<file path="config.mk">
export PLATFORM = sky130hd
export DESIGN_NAME = psir_top
export DESIGN_NICKNAME = d
export VERILOG_FILES = /design/src/psir_pkg.sv /design/src/psir_top.sv /design/src/psir_event.sv
export VERILOG_INCLUDE_DIRS = /design/src /design/src/src
export SDC_FILE = /design/constraint.sdc
export NUM_CORES = 1
export LEC_CHECK = 0
export ABC_CLOCK_PERIOD_IN_PS = 2470
export BUFFER_PORTS_ARGS = -buffer_cell sky130_fd_sc_hd__buf_2
export CAP_MARGIN = 20
export CORE_MARGIN = 10
export CORE_UTILIZATION = 44
export DETAILED_ROUTE_END_ITERATION = 8
export GPL_TIMING_DRIVEN = 1
export PLACE_DENSITY = 0.84
export SYNTH_ARGS = -nofsm -noshare
export SYNTH_HDL_FRONTEND = slang
export SYNTH_SLANG_ARGS = --single-unit
export TNS_END_PERCENT = 5
</file>
<file path="constraint.sdc">
create_clock -name clk_i -period 2.47 [get_ports clk_i]
set_input_delay 0.494 -clock clk_i [delete_from_list [all_inputs] [get_ports clk_i]]
set_output_delay 0.494 -clock clk_i [all_outputs]
set_load 0.02 [all_outputs]
</file>
<file path="src/psir_defines.svh">
// register indices, field positions and reset values of the phy status/interrupt block
`ifndef PSIR_DEFINES_SVH
`define PSIR_DEFINES_SVH

// ---------------------------------------------------------------
// register indices (byte address is four times the index)
// ---------------------------------------------------------------
`define PSIR_IDX_LIVE      6'h11
`define PSIR_IDX_IEN       6'h12
`define PSIR_IDX_CHG       6'h13

// ---------------------------------------------------------------
// live status word fields
// ---------------------------------------------------------------
`define PSIR_LIVE_SPEED    14
`define PSIR_LIVE_TX       13
`define PSIR_LIVE_RX       12
`define PSIR_LIVE_COL      11
`define PSIR_LIVE_LINK     10
`define PSIR_LIVE_DUPLEX   9
`define PSIR_LIVE_ANMODE   8
`define PSIR_LIVE_ANCOMP   7
`define PSIR_LIVE_POL      5
`define PSIR_LIVE_PAUSE    4
`define PSIR_LIVE_ERR      3

// ---------------------------------------------------------------
// interrupt enable word fields
// ---------------------------------------------------------------
`define PSIR_IEN_NEG       7
`define PSIR_IEN_RATE      6
`define PSIR_IEN_DUPLEX    5
`define PSIR_IEN_LINK      4
`define PSIR_IEN_GIE       1
`define PSIR_IEN_TEST      0

// ---------------------------------------------------------------
// status change word fields
// ---------------------------------------------------------------
`define PSIR_CHG_NEG       7
`define PSIR_CHG_RATE      6
`define PSIR_CHG_DUPLEX    5
`define PSIR_CHG_LINK      4
`define PSIR_CHG_PEND      2

// ---------------------------------------------------------------
// reset values
// ---------------------------------------------------------------
`define PSIR_WORD_RST      16'h0000
`define PSIR_BUS_RST       32'h0000_0000
`define PSIR_UPPER_ZERO    16'h0000

`endif

</file>
<file path="src/psir_pkg.sv">
// types shared by the phy status/interrupt block
package psir_pkg;

  // ---------------------------------------------------------------
  // register select
  // ---------------------------------------------------------------
  typedef enum logic [1:0] {
    PSIR_SEL_NONE,
    PSIR_SEL_LIVE,
    PSIR_SEL_IEN,
    PSIR_SEL_CHG
  } psir_sel_t;

  // ---------------------------------------------------------------
  // one bit per change event
  // ---------------------------------------------------------------
  typedef struct packed {
    logic neg;
    logic rate;
    logic duplex;
    logic link;
  } psir_evt_t;

endpackage : psir_pkg

</file>
<file path="src/psir_top.sv">
// status, interrupt enable and status change registers of a 10/100 phy, wishbone slave
// What this block does
// - speed bit one in 100 mbps mode
// - transmit bit follows packet transmission
// - receive bit follows packet reception
// - collision, link, duplex shown as live bits
// - negotiation mode bit one when autonegotiating
// - completion bit mirrors basic status completion
// - polarity bit one when polarity reversed
// - pause bit one when pause capable
// - error bit set on any fault
// - error bit held until source registers read
// - negotiation done interrupts only when masked in
// - speed change interrupts only when masked in
// - duplex change interrupts only when masked in
// - link change interrupts only when masked in
// - global enable zero blocks every change interrupt; the test bit still drives the pin
// - test bit forces interrupt pin active
// - negotiation done flag set, cleared on read
// - speed change flag held until read
// - duplex change flag held until read
// - link change flag held until read
// - pending bit shows outstanding interrupt
//
// Implementation choice: the Wishbone interface to the registers.
`timescale 1ns/1ps
`include "psir_defines.svh"

module psir_top (
  // clock and reset
  input  wire logic        clk_i,
  input  wire logic        rst_i,
  // wishbone slave
  input  wire logic        wb_cyc_i,
  input  wire logic        wb_stb_i,
  input  wire logic        wb_we_i,
  input  wire logic [7:0]  wb_adr_i,
  input  wire logic [3:0]  wb_sel_i,
  input  wire logic [31:0] wb_dat_i,
  output logic      [31:0] wb_dat_o,
  output logic             wb_ack_o,
  // live state from the transceiver core
  input  wire logic        speed_100_i,
  input  wire logic        tx_active_i,
  input  wire logic        rx_active_i,
  input  wire logic        collision_i,
  input  wire logic        link_up_i,
  input  wire logic        full_duplex_i,
  input  wire logic        autoneg_mode_i,
  input  wire logic        autoneg_complete_i,
  input  wire logic        polarity_rev_i,
  input  wire logic        pause_capable_i,
  // fault sources and the read that clears them
  input  wire logic        remote_fault_i,
  input  wire logic        jabber_i,
  input  wire logic        parallel_fault_i,
  input  wire logic        error_src_read_i,
  // management interrupt pin
  output logic             mgmt_irq_n_o
);

  // ---------------------------------------------------------------
  // bus decode
  // ---------------------------------------------------------------
  psir_pkg::psir_sel_t sel;
  logic                take;
  logic                take_rd;
  logic                take_wr;
  logic                wr_low;
  logic                ack;

  // ack low is part of the take so each request is answered once;
  // a master that holds on past its ack is simply taken again
  assign take    = wb_cyc_i & wb_stb_i & ~ack;
  assign take_rd = take & ~wb_we_i;
  assign take_wr = take & wb_we_i;
  // every meaningful enable bit sits in byte lane 0
  assign wr_low  = take_wr & wb_sel_i[0];

  assign sel = (wb_adr_i[7:2] == `PSIR_IDX_LIVE) ? psir_pkg::PSIR_SEL_LIVE :
               (wb_adr_i[7:2] == `PSIR_IDX_IEN)  ? psir_pkg::PSIR_SEL_IEN  :
               (wb_adr_i[7:2] == `PSIR_IDX_CHG)  ? psir_pkg::PSIR_SEL_CHG  :
                                                   psir_pkg::PSIR_SEL_NONE;

  // ---------------------------------------------------------------
  // ack: one cycle after the request, dropped the cycle after
  // ---------------------------------------------------------------
  always_ff @(posedge clk_i)
  begin
    if (rst_i)
      ack <= 1'b0;
    else
      ack <= take;
  end

  assign wb_ack_o = ack;

  // ---------------------------------------------------------------
  // interrupt enable word
  // ---------------------------------------------------------------
  logic             negotiation_done_mask;
  logic             rate_change_mask;
  logic             duplex_change_mask;
  logic             link_change_mask;
  logic             global_irq_enable;
  logic             test_force_irq;
  logic             ien_wr;
  logic             next_negotiation_done_mask;
  logic             next_rate_change_mask;
  logic             next_duplex_change_mask;
  logic             next_link_change_mask;
  logic             next_global_irq_enable;
  logic             next_test_force_irq;

  assign ien_wr = wr_low & (sel == psir_pkg::PSIR_SEL_IEN);

  // a write without byte lane 0 leaves every enable bit as it was
  assign next_negotiation_done_mask = ien_wr ? wb_dat_i[`PSIR_IEN_NEG] :
                                               negotiation_done_mask;
  assign next_rate_change_mask      = ien_wr ? wb_dat_i[`PSIR_IEN_RATE] :
                                               rate_change_mask;
  assign next_duplex_change_mask    = ien_wr ? wb_dat_i[`PSIR_IEN_DUPLEX] :
                                               duplex_change_mask;
  assign next_link_change_mask      = ien_wr ? wb_dat_i[`PSIR_IEN_LINK] :
                                               link_change_mask;
  assign next_global_irq_enable     = ien_wr ? wb_dat_i[`PSIR_IEN_GIE] :
                                               global_irq_enable;
  assign next_test_force_irq        = ien_wr ? wb_dat_i[`PSIR_IEN_TEST] :
                                               test_force_irq;

  // reserved bits are not stored; the host writes them as zero
  always_ff @(posedge clk_i)
  begin
    if (rst_i)
    begin
      negotiation_done_mask <= 1'b0;
      rate_change_mask      <= 1'b0;
      duplex_change_mask    <= 1'b0;
      link_change_mask      <= 1'b0;
      global_irq_enable     <= 1'b0;
      test_force_irq        <= 1'b0;
    end
    else
    begin
      negotiation_done_mask <= next_negotiation_done_mask;
      rate_change_mask      <= next_rate_change_mask;
      duplex_change_mask    <= next_duplex_change_mask;
      link_change_mask      <= next_link_change_mask;
      global_irq_enable     <= next_global_irq_enable;
      test_force_irq        <= next_test_force_irq;
    end
  end

  // ---------------------------------------------------------------
  // change flags, cleared by a read of the status change word
  // ---------------------------------------------------------------
  logic                chg_rd;
  logic                fault_any;
  logic                err_flag;
  psir_pkg::psir_evt_t flags;
  psir_pkg::psir_evt_t masks;
  psir_pkg::psir_evt_t armed;

  // a read with any byte lanes clears the flags; reads ignore wb_sel_i
  assign chg_rd    = take_rd & (sel == psir_pkg::PSIR_SEL_CHG);
  assign fault_any = remote_fault_i | jabber_i | parallel_fault_i;

  // completion is an edge; a flag already set stays set until read
  psir_event #(
    .RISE_ONLY (1'b1),
    .LEVEL_SET (1'b0)
  ) u_neg_done (
    .clk_i     (clk_i),
    .rst_i     (rst_i),
    .level_i   (autoneg_complete_i),
    .clear_i   (chg_rd),
    .flag_o    (flags.neg)
  );

  psir_event #(
    .RISE_ONLY (1'b0),
    .LEVEL_SET (1'b0)
  ) u_rate_chg (
    .clk_i     (clk_i),
    .rst_i     (rst_i),
    .level_i   (speed_100_i),
    .clear_i   (chg_rd),
    .flag_o    (flags.rate)
  );

  psir_event #(
    .RISE_ONLY (1'b0),
    .LEVEL_SET (1'b0)
  ) u_duplex_chg (
    .clk_i     (clk_i),
    .rst_i     (rst_i),
    .level_i   (full_duplex_i),
    .clear_i   (chg_rd),
    .flag_o    (flags.duplex)
  );

  psir_event #(
    .RISE_ONLY (1'b0),
    .LEVEL_SET (1'b0)
  ) u_link_chg (
    .clk_i     (clk_i),
    .rst_i     (rst_i),
    .level_i   (link_up_i),
    .clear_i   (chg_rd),
    .flag_o    (flags.link)
  );

  // a fault still present keeps the error set across the clearing read
  psir_event #(
    .RISE_ONLY (1'b0),
    .LEVEL_SET (1'b1)
  ) u_error (
    .clk_i     (clk_i),
    .rst_i     (rst_i),
    .level_i   (fault_any),
    .clear_i   (error_src_read_i),
    .flag_o    (err_flag)
  );

  // ---------------------------------------------------------------
  // interrupt generation
  // ---------------------------------------------------------------
  logic irq_any;
  logic irq_from_events;
  logic irq_pending;
  logic mgmt_irq_n;
  logic negotiation_done_flag;
  logic rate_change_flag;
  logic duplex_change_flag;
  logic link_change_flag;

  // named views of the sticky flags, as software sees them
  assign negotiation_done_flag = flags.neg;
  assign rate_change_flag      = flags.rate;
  assign duplex_change_flag    = flags.duplex;
  assign link_change_flag      = flags.link;

  assign masks.neg       = negotiation_done_mask;
  assign masks.rate      = rate_change_mask;
  assign masks.duplex    = duplex_change_mask;
  assign masks.link      = link_change_mask;
  assign armed           = flags & masks;
  assign irq_any         = |armed;
  assign irq_from_events = global_irq_enable & irq_any;
  // test force overrides the global enable
  assign irq_pending     = test_force_irq | irq_from_events;

  // pin follows the pending level one cycle late, glitch free;
  // software polling the pending bit sees it in the same cycle as the pin
  always_ff @(posedge clk_i)
  begin
    if (rst_i)
      mgmt_irq_n <= 1'b1;
    else
      mgmt_irq_n <= ~irq_pending;
  end

  assign mgmt_irq_n_o = mgmt_irq_n;

  // ---------------------------------------------------------------
  // read words
  // ---------------------------------------------------------------
  logic [15:0] live_word;
  logic [15:0] ien_word;
  logic [15:0] chg_word;

  // reserved bits read as zero
  // the error bit is the only stored bit here, the rest are live
  always_comb
  begin
    live_word                    = `PSIR_WORD_RST;
    live_word[`PSIR_LIVE_SPEED]  = speed_100_i;
    live_word[`PSIR_LIVE_TX]     = tx_active_i;
    live_word[`PSIR_LIVE_RX]     = rx_active_i;
    live_word[`PSIR_LIVE_COL]    = collision_i;
    live_word[`PSIR_LIVE_LINK]   = link_up_i;
    live_word[`PSIR_LIVE_DUPLEX] = full_duplex_i;
    live_word[`PSIR_LIVE_ANMODE] = autoneg_mode_i;
    live_word[`PSIR_LIVE_ANCOMP] = autoneg_complete_i;
    // not meaningful at 100 mbps; passed through raw
    live_word[`PSIR_LIVE_POL]    = polarity_rev_i;
    live_word[`PSIR_LIVE_PAUSE]  = pause_capable_i;
    live_word[`PSIR_LIVE_ERR]    = err_flag;
  end

  always_comb
  begin
    ien_word                     = `PSIR_WORD_RST;
    ien_word[`PSIR_IEN_NEG]      = negotiation_done_mask;
    ien_word[`PSIR_IEN_RATE]     = rate_change_mask;
    ien_word[`PSIR_IEN_DUPLEX]   = duplex_change_mask;
    ien_word[`PSIR_IEN_LINK]     = link_change_mask;
    ien_word[`PSIR_IEN_GIE]      = global_irq_enable;
    ien_word[`PSIR_IEN_TEST]     = test_force_irq;
  end

  always_comb
  begin
    chg_word                     = `PSIR_WORD_RST;
    chg_word[`PSIR_CHG_NEG]      = negotiation_done_flag;
    chg_word[`PSIR_CHG_RATE]     = rate_change_flag;
    chg_word[`PSIR_CHG_DUPLEX]   = duplex_change_flag;
    chg_word[`PSIR_CHG_LINK]     = link_change_flag;
    chg_word[`PSIR_CHG_PEND]     = irq_pending;
  end

  // ---------------------------------------------------------------
  // read data register
  // ---------------------------------------------------------------
  logic [15:0] sel_word;
  logic [31:0] rdata;
  logic [31:0] next_rdata;

  always_comb
  begin
    sel_word = `PSIR_WORD_RST;
    unique case (sel)
      psir_pkg::PSIR_SEL_LIVE: sel_word = live_word;
      psir_pkg::PSIR_SEL_IEN:  sel_word = ien_word;
      psir_pkg::PSIR_SEL_CHG:  sel_word = chg_word;
      psir_pkg::PSIR_SEL_NONE: sel_word = `PSIR_WORD_RST;
    endcase
  end

  // flags are captured before the clear of the same edge takes them
  // write cycles load zero so old read data never lingers on the bus
  assign next_rdata = take_rd ? {`PSIR_UPPER_ZERO, sel_word} : `PSIR_BUS_RST;

  always_ff @(posedge clk_i)
  begin
    if (rst_i)
      rdata <= `PSIR_BUS_RST;
    else if (take)
      rdata <= next_rdata;
  end

  assign wb_dat_o = rdata;

endmodule : psir_top

</file>
<file path="src/psir_event.sv">
// sticky event flag with change, rise or level detection and set-over-clear
`timescale 1ns/1ps

module psir_event #(
  parameter bit RISE_ONLY = 1'b0,
  parameter bit LEVEL_SET = 1'b0
) (
  // clock and reset
  input  wire logic clk_i,
  input  wire logic rst_i,
  // event source and clear strobe
  input  wire logic level_i,
  input  wire logic clear_i,
  // sticky flag
  output logic      flag_o
);

  logic prev;
  logic flag;
  logic seen;
  logic next_flag;

  // ---------------------------------------------------------------
  // detection
  // ---------------------------------------------------------------
  assign seen      = LEVEL_SET ? level_i :
                     (RISE_ONLY ? (level_i & ~prev) : (level_i ^ prev));
  // a set in the clearing cycle wins so no event is lost
  assign next_flag = seen | (flag & ~clear_i);

  always_ff @(posedge clk_i)
  begin
    if (rst_i)
    begin
      prev <= 1'b0;
      flag <= 1'b0;
    end
    else
    begin
      prev <= level_i;
      flag <= next_flag;
    end
  end

  assign flag_o = flag;

endmodule : psir_event

</file>
==> results.cfg, run 1 <==
[status]
status = finished clean

[floorplanning]
dieArea_mm2 = 0.00587
num_io_pins = 97
die-width_um = 76.6
start_util = 0.462
coreArea_mm2 = 0.00305
rows = 20
die_h_um = 76.6

[finish]
nNetsFinal = 257
instances_no_fill = 238
n_antenna_cell = 0
largest_register_ff_count = 15
syn_to_final_growth_pct = 16.7
layout_common_cells = buf_2 (48), dfxtp_1 (32), nor2_1 (23), conb_1 (17), a22oi_1 (11)
mostFrequentLayoutCell = buf_2
drive_above_1_share = 0.330

[sta]
finClkSkew_ns = 0.00823
slew_headroom = 0.633
finalCriticalPeriod_ns = 1.65
worstMarginPinSlew_ns = 0.550
maxSlewViolCount = 0
tns_ns = 0
finalHoldViolations = 0
fin_crit_sh = 0.666
rsz0062_at_grt = no
fmax_mhz = 607
setup-violations-final = 0

[placement]
placedCellCount = 231
port_buffers = 48
routabilityCongestion = 0.773
dp_hpwl_um = 2590

[worst_setup_path]
crit_required_ns = 2.73
crit_arrival_ns = 1.91
cp_num_buf_inv = 1
worst-path-max-fanout = 6
startpoint = wb_adr_i[5]
crit_path_cell_trace = buf_2, or4b_4, nor4b_4, nand2_1, a31oi_1
worstSetupStartpointType = primary input
reg2reg_from = wb_ack_o
crit_path_end_kind = flop
slowest_stage = or4b_4
cpPeakStageDelay_ns = 0.58
cp_top_family = simple AND/OR/NAND/NOR gates
crit_type = primary input to flop

[detailed_routing]
drc = 0
routed_wl_um = 3280
num_vias = 1143
wl_per_cell_um = 13.8
drt_iter0_markers = 42
via_per_inst = 4.80
dr.pass1.iters = 4
ant_nets = 0

[synthesis]
netlist_top_cells_area = dfxtp_1 (45%), buf_4 (9.6%), nor2_1 (6.1%)
ys_warn_count = 0
synth_compound_area_frac = 0.116
synth_top_family_by_area = simple AND/OR/NAND/NOR gates
synth-xor-area-share = 0.0186
synth_area_mm2 = 0.00141
yosys.area_share.simple = 0.208
synthMuxAreaShare = 0.0745
yosys.area.top_type = dfxtp_1
syn-mean-instance-area_um2 = 9.72
yosysSeqAreaShare = 0.454
synthCells = 145
yosys.area.top_type_share = 0.454
ys_types = 32
ys_seq_elements = 32
synthAdderAreaFrac = 0

[clocking]
max-clock-path-buffers = 2
clockRootBuffer = clkbuf_4
htreeDepth = 2
cts_hold_buf = 0
cts.sinks = 32
cts_setup_buffers = 0
clk_latency_ns = 0.33
cts_tree = yes
post_cts_resized = 0
clk_pin_slew_worst_paths_ns = 0.10
numCtsBuffers = 5

[flow_run]
maxCapViolCount = 0

[grt]
grt-ovfl-total = 0
track_usage = 0.108
grt_max_degree = 33
grt_pass1_wl_um = 5150
grt_pass1_vias = 1109
antenna_found_initial = 0

[power]
leakagePower_nw = 0.797
powerDensity_mw_per_mm2 = 553
ir_drop_uv = 266
power_mw = 0.910

[min_path]
hp-start = wb_dat_i[6]
min_path_type = primary input to flop
## cells by family after synthesis
kind of cell	Yosys count
simple gates	51
xor+xnor	3
mux	10
flops	32
other cells	1
buf+inv	24
compound gates	24
## cell usage after synthesis
master	count
a21boi_0	1
a21oi_1	5
a22oi_1	11
a31oi_1	3
a32oi_1	2
and3b_1	2
buf_4	18
buf_6	2
clkbuf_1	2
conb_1	1
dfxtp_1	32
dlygate4sd2_1	1
inv_1	1
mux2_2	4
mux2i_1	6
nand2_1	6
nand2b_1	1
nand3_1	3
nand3b_1	1
nand3b_2	1
nand4_1	2
nor2_1	23
nor2b_1	6
nor3_1	1
nor3_4	1
nor4b_1	1
nor4b_4	1
o21ai_0	1
o21bai_1	1
or3b_2	1
or4b_4	1
xor2_1	3
## per-layer routing
layer | vias up | GRT usage | wire [um] | share of wire
met5 | - | 0 | 0 | 0
li1 | 567 | - | - | -
met1 | 526 | 0.102 | 1300 | 0.40
met4 | 0 | 0.0446 | 45 | 0.014
met3 | 6 | 0.0684 | 335 | 0.10
met2 | 44 | 0.185 | 1600 | 0.49
## worst paths after layout
check	to	depth (start not counted)	slack (ns)
worst max-delay path	wb_dat_o[5]	5	0.82
worst min-delay path	rate_change_mask	3	0.38
worst max register to register	wb_dat_o[5]	4	0.92
worst min register to register	wb_dat_o[4]	2	0.47
## where the power goes
part           internal [mW]  leakage, nW  switching [mW]
registers              0.527        0.261         0.00732
clock network          0.105       0.0281           0.171
logic                 0.0372        0.508          0.0626
## metrics by stage
| stage | cell area, um2 | setup WS (ns) | utilization | hold WS [ns] |
|---|---|---|---|---|
| global placement | 1600 | 0.514 | 0.524 | 0.452 |
| detailed placement | 1600 | 0.480 | 0.524 | 0.458 |
| CTS | 1650 | 0.836 | 0.539 | 0.374 |
| finish | 1650 | 0.824 | 0.539 | 0.383 |
| floorplan | 1470 | 0.753 | - | 0.442 |
| global route | 1650 | 0.720 | 0.539 | 0.375 |
## worst reg2reg max path, delay by kind of cell, from the launching register on
kind | cells | cell delay (ns)
and+or+nand+nor | 3 | 0.97
AOI/OAI and AO/OA | 1 | 0.19
DFF | 1 | 0.32
## cell type report
type	count	area, um2
Clock buffer	6	41.3
Fill cell	326	1410
Clock inverter	1	5.00
Timing Repair Buffer	49	248
Inverter	1	3.75
Sequential cell	32	641
Tap cell	44	55.1
Multi-Input combinational cell	105	652
Power figures use the tool's default switching activity.
==> run 2, diff against run 1 <==
--- a/config.mk
+++ b/config.mk
@@ -6,14 +6,14 @@
 export SDC_FILE = /design/constraint.sdc
 export NUM_CORES = 1
 export LEC_CHECK = 0
-export ABC_CLOCK_PERIOD_IN_PS = 2470
+export ABC_CLOCK_PERIOD_IN_PS = 1600
 export BUFFER_PORTS_ARGS = -buffer_cell sky130_fd_sc_hd__buf_2
 export CAP_MARGIN = 20
 export CORE_MARGIN = 10
-export CORE_UTILIZATION = 44
+export CORE_UTILIZATION = 41
 export DETAILED_ROUTE_END_ITERATION = 8
 export GPL_TIMING_DRIVEN = 1
-export PLACE_DENSITY = 0.84
+export PLACE_DENSITY = 0.8
 export SYNTH_ARGS = -nofsm -noshare
 export SYNTH_HDL_FRONTEND = slang
 export SYNTH_SLANG_ARGS = --single-unit
==> constraint.sdc (replaced) <==
create_clock -name clk_i -period 1.6 [get_ports clk_i]
set_input_delay 0.32 -clock clk_i [delete_from_list [all_inputs] [get_ports clk_i]]
set_output_delay 0.32 -clock clk_i [all_outputs]
set_load 0.02 [all_outputs]
==> run 2 against run 1 <==
Count of clock-buffer cells in the layout is the same. Clock power grew 120%. Sequential cell count is the same. Final cell count grew 4.2%. Critical path depth grew 1. Register-to-register slack lost 0.63 ns. Worst hold slack lost 0.18 ns. Global-route usage shrank 0.19 points. Total power grew 76%. Worst setup slack lost 0.59 ns. First-iteration DRC count grew 52%. Die area grew 5.4%. Critical path type unchanged. Critical endpoint unchanged. Highest routed layer unchanged.
==> results.cfg, run 2 (synthesis results as in run 1) <==
[floorplanning]
rows = 21
die-width_um = 78.6
start_util = 0.423
dieArea_mm2 = 0.00619
die_h_um = 78.6
coreArea_mm2 = 0.00334
num_io_pins = 97

[finish]
n_antenna_cell = 0
largest_register_ff_count = 15
layout_common_cells = buf_2 (48), dfxtp_1 (32), nor2_1 (23), conb_1 (17), a22oi_1 (11)
mostFrequentLayoutCell = buf_2
nNetsFinal = 264
syn_to_final_growth_pct = 23.6
drive_above_1_share = 0.356

[worst_setup_path]
crit_path_cell_trace = buf_2, or4b_4, nor4b_4, buf_4, nand2_1, a31oi_1
cp_num_buf_inv = 2
cpPeakStageDelay_ns = 0.55
slowest_stage = or4b_4
crit_required_ns = 1.87
crit_path_end_kind = flop
worst-path-max-fanout = 6
cp_top_family = simple AND/OR/NAND/NOR gates
crit_type = primary input to flop
worstSetupStartpointType = primary input
crit_arrival_ns = 1.64

[sta]
finalHoldViolations = 0
tns_ns = 0
maxSlewViolCount = 0
finalCriticalPeriod_ns = 1.37
fin_crit_sh = 0.854
fmax_mhz = 732
finClkSkew_ns = 0.0131
whs_ns = 0.199
rsz0062_at_grt = no
setup-violations-final = 0

[detailed_routing]
ant_nets = 0
top_layer_used = met4
drc = 0
drt_iter0_markers = 64
met2_length_um = 1630
routed_wl_um = 3290
via_per_inst = 4.68
dr_wl_met3_um = 331
num_vias = 1160
wl_met1_um = 1280
dr.pass1.iters = 7
wl_per_cell_um = 13.3

[power]
power_mw = 1.60
powerDensity_mw_per_mm2 = 917
leakagePower_nw = 0.847
ir_drop_uv = 464

[clocking]
cts_tree = yes
clockRootBuffer = clkbuf_4
numCtsBuffers = 5
cts_setup_buffers = 0
post_cts_resized = 0
cts.sinks = 32
cts_hold_buf = 0
htreeDepth = 2
max-clock-path-buffers = 2
clk_pin_slew_worst_paths_ns = 0.11
clk_latency_ns = 0.35

[status]
status = finished clean

[placement]
routabilityCongestion = 0.804
port_buffers = 48
dp_hpwl_um = 2610

[grt]
antenna_found_initial = 0
grt_pass1_wl_um = 5270
grt-ovfl-total = 0
grt_max_degree = 21
track_usage = 0.106
grt_pass1_vias = 1159

[flow_run]
maxCapViolCount = 0

[min_path]
min_path_type = primary input to flop
==> run 2: cell count changes in the layout (fill, tap and decap cells not counted), sizes merged <==
| cell | before | now |
|---|---|---|
| bufinv | 0 | 1 |
| buf | 49 | 56 |
==> run 2: path summary, 6_finish.rpt <==
path	start	end	slack [ns]	depth (start not counted)
max	wb_adr_i[5]	wb_dat_o[5]	0.23	6
min	wb_dat_i[6]	rate_change_mask	0.20	3
max reg2reg	wb_ack_o	wb_dat_o[10]	0.29	6
min reg2reg	wb_dat_o[7]	wb_dat_o[7]	0.47	2
==> run 2: stage by stage <==
stage          instance area [um2]  utilization  cells  setup WS [ns]
2_1_floorplan                 1470            -    161         0.0327
3_3_place_gp                  1670        0.499    240        -0.0987
3_5_place_dp                  1670        0.499    240         -0.130
4_1_cts                       1740        0.522    248          0.250
5_1_grt                       1740        0.522    248          0.179
6_report                      1740        0.522    248          0.234
==> run 2: worst reg2reg max path: stages, from the launching register on <==
cell      delay (ns)
dfxtp_1         0.32
nand3b_2        0.24
buf_4           0.20
nor3_4          0.20
buf_12          0.15
a22oi_1         0.06
nor2_1          0.09
==> run 2: routing by layer <==
metal  up-vias  global-route usage
li1        581                   -
met1       525               0.103
met2        46               0.178
met3         8              0.0649
met4         0              0.0484
met5         -                   0
==> run 2: area by class of cell <==
class | instances | area, um2
timing repair buffer | 56 | 313
sequential | 32 | 641
inverter | 1 | 3.75
clock inverter | 2 | 35.0
tap | 46 | 57.6
clock buffer | 6 | 41.3
fill | 330 | 1590
multi-input combinational | 105 | 652
==> run 2: power breakdown <==
| group | switching (mW) | internal, mW | leakage [nW] |
|---|---|---|---|
| registers | 0.0105 | 0.814 | 0.261 |
| clock network | 0.286 | 0.327 | 0.0422 |
| logic | 0.0975 | 0.0634 | 0.544 |
==> run 3, diff against run 2 <==
--- a/config.mk
+++ b/config.mk
@@ -13,7 +13,7 @@
 export CORE_UTILIZATION = 41
 export DETAILED_ROUTE_END_ITERATION = 8
 export GPL_TIMING_DRIVEN = 1
-export PLACE_DENSITY = 0.8
+export PLACE_DENSITY = 0.79
 export SYNTH_ARGS = -nofsm -noshare
 export SYNTH_HDL_FRONTEND = slang
 export SYNTH_SLANG_ARGS = --single-unit
==> run 3 against run 2 <==
Critical path depth is 1 higher. Sequential cell count stayed put. Global-route usage up 0.082 points. Sequential power is essentially flat. Design area stayed put. Register-to-register slack got worse by 0.02 ns. Via count decreased by 2.2%. Die area is the same. Clock power down 2%. Count of clock-buffer cells in the layout did not move. First-iteration DRC count shrank 55%. Largest power group unchanged.
==> results.cfg, run 3 (synthesis results as in run 1) <==
[worst_setup_path]
cp_num_buf_inv = 3
worstSetupStartpointType = primary input
crit_cells = 7
crit_path_end_kind = flop
cp_top_family = simple AND/OR/NAND/NOR gates
ff2ff_path_depth = 6
cpPeakStageDelay_ns = 0.56
crit_path_cell_trace = buf_2, or4b_4, buf_4, nor3_4, buf_12, a22oi_1, nor2_1
slowest_stage = or4b_4
crit_type = primary input to flop
crit_arrival_ns = 1.65
worst-path-max-fanout = 8
crit_required_ns = 1.86

[grt]
grt-ovfl-total = 0
antenna_found_initial = 0
grt_pass1_wl_um = 5380
track_usage = 0.107
grt_pass1_vias = 1177
grt_max_degree = 19

[detailed_routing]
num_vias = 1134
ant_nets = 0
dr.pass1.iters = 4
via_per_inst = 4.57
routed_wl_um = 3270
drt_iter0_markers = 29
wl_per_cell_um = 13.2
drc = 0

[finish]
layout_common_cells = buf_2 (48), dfxtp_1 (32), nor2_1 (23), conb_1 (17), a22oi_1 (11)
drive_above_1_share = 0.356
mostFrequentLayoutCell = buf_2
n_antenna_cell = 0
final_area_mm2 = 0.00174
nNetsFinal = 264
largest_register_ff_count = 15
instances_no_fill = 248
syn_to_final_growth_pct = 23.6

[placement]
routabilityCongestion = 0.870
placedCellCount = 240
place_ws_ns = -0.112
dp_hpwl_um = 2620
place_area_mm2 = 0.00167
port_buffers = 48

[floorplanning]
rows = 21
die_h_um = 78.6
coreArea_mm2 = 0.00334
start_util = 0.423
num_io_pins = 97
die-width_um = 78.6
dieArea_mm2 = 0.00619

[clocking]
clk_pin_slew_worst_paths_ns = 0.10
cts_tree = yes
clockRootBuffer = clkbuf_4
post_cts_resized = 0
cts_setup_buffers = 0
htreeDepth = 2
clk_latency_ns = 0.32
cts.sinks = 32
numCtsBuffers = 5
max-clock-path-buffers = 2
cts_hold_buf = 0

[sta]
finalCriticalPeriod_ns = 1.39
fin_ws_ns = 0.211
fin_crit_sh = 0.868
whs_ns = 0.221
fmax_mhz = 720
maxSlewViolCount = 0
rsz0062_at_grt = no
setup-violations-final = 0
finalHoldViolations = 0
finClkSkew_ns = 0.00961

[status]
status = finished clean

[power]
ir_drop_uv = 856
powerDensity_mw_per_mm2 = 909
leakagePower_nw = 0.847

[min_path]
holdPathStages = 3
min_path_type = primary input to flop

[flow_run]
maxCapViolCount = 0
run 3: cell counts in the layout (fill, tap and decap cells not counted):
Identical to the previous run, type by type.
run 3: stage by stage:
| stage | utilization | power (mW) | setup TNS [ns] |
|---|---|---|---|
| floorplan | - | 0.975 | 0 |
| global placement | 0.499 | 0.999 | -1.17 |
| detailed placement | 0.499 | 1.00 | -1.29 |
| CTS | 0.522 | 1.60 | 0 |
| global route | 0.522 | 1.66 | 0 |
| finish | 0.522 | 1.58 | 0 |
run 3: metal layers:
| metal | vias up | global-route usage | share of wire |
|---|---|---|---|
| met4 | 0 | 0.0538 | 0.014 |
| met2 | 40 | 0.181 | 0.49 |
| met5 | - | 0 | 0 |
| met1 | 507 | 0.110 | 0.41 |
| met3 | 4 | 0.0490 | 0.090 |
| li1 | 583 | - | - |
run 3: worst paths after layout:
check / start / to / slack [ns]
max reg2reg: wb_ack_o / wb_dat_o[9] / 0.27
min reg2reg: wb_dat_o[4] / wb_dat_o[4] / 0.47
max: wb_adr_i[5] / wb_dat_o[9] / 0.21
min: wb_dat_i[6] / rate_change_mask / 0.22
run 3: layout make-up:
type	count	area, um2
repair buffers	56	313
flip-flops and latches	32	641
fillers	339	1590
inverters	1	3.75
clock inverters	2	35.0
clock buffers	6	41.3
multi-input cells	105	652
well taps	46	57.6
run 3: tightest hold or removal path, stage by stage:
cell and delay [ns]:
buf_2 0.07, mux2i_1 0.05, nor2_1 0.07
run 3: power breakdown:
| part | internal, mW | leakage (nW) | switching, mW |
|---|---|---|---|
| clock network | 0.328 | 0.0422 | 0.271 |
| logic | 0.0634 | 0.544 | 0.0979 |
| registers | 0.814 | 0.261 | 0.0103 |
| total | 1.20 | 0.847 | 0.380 |
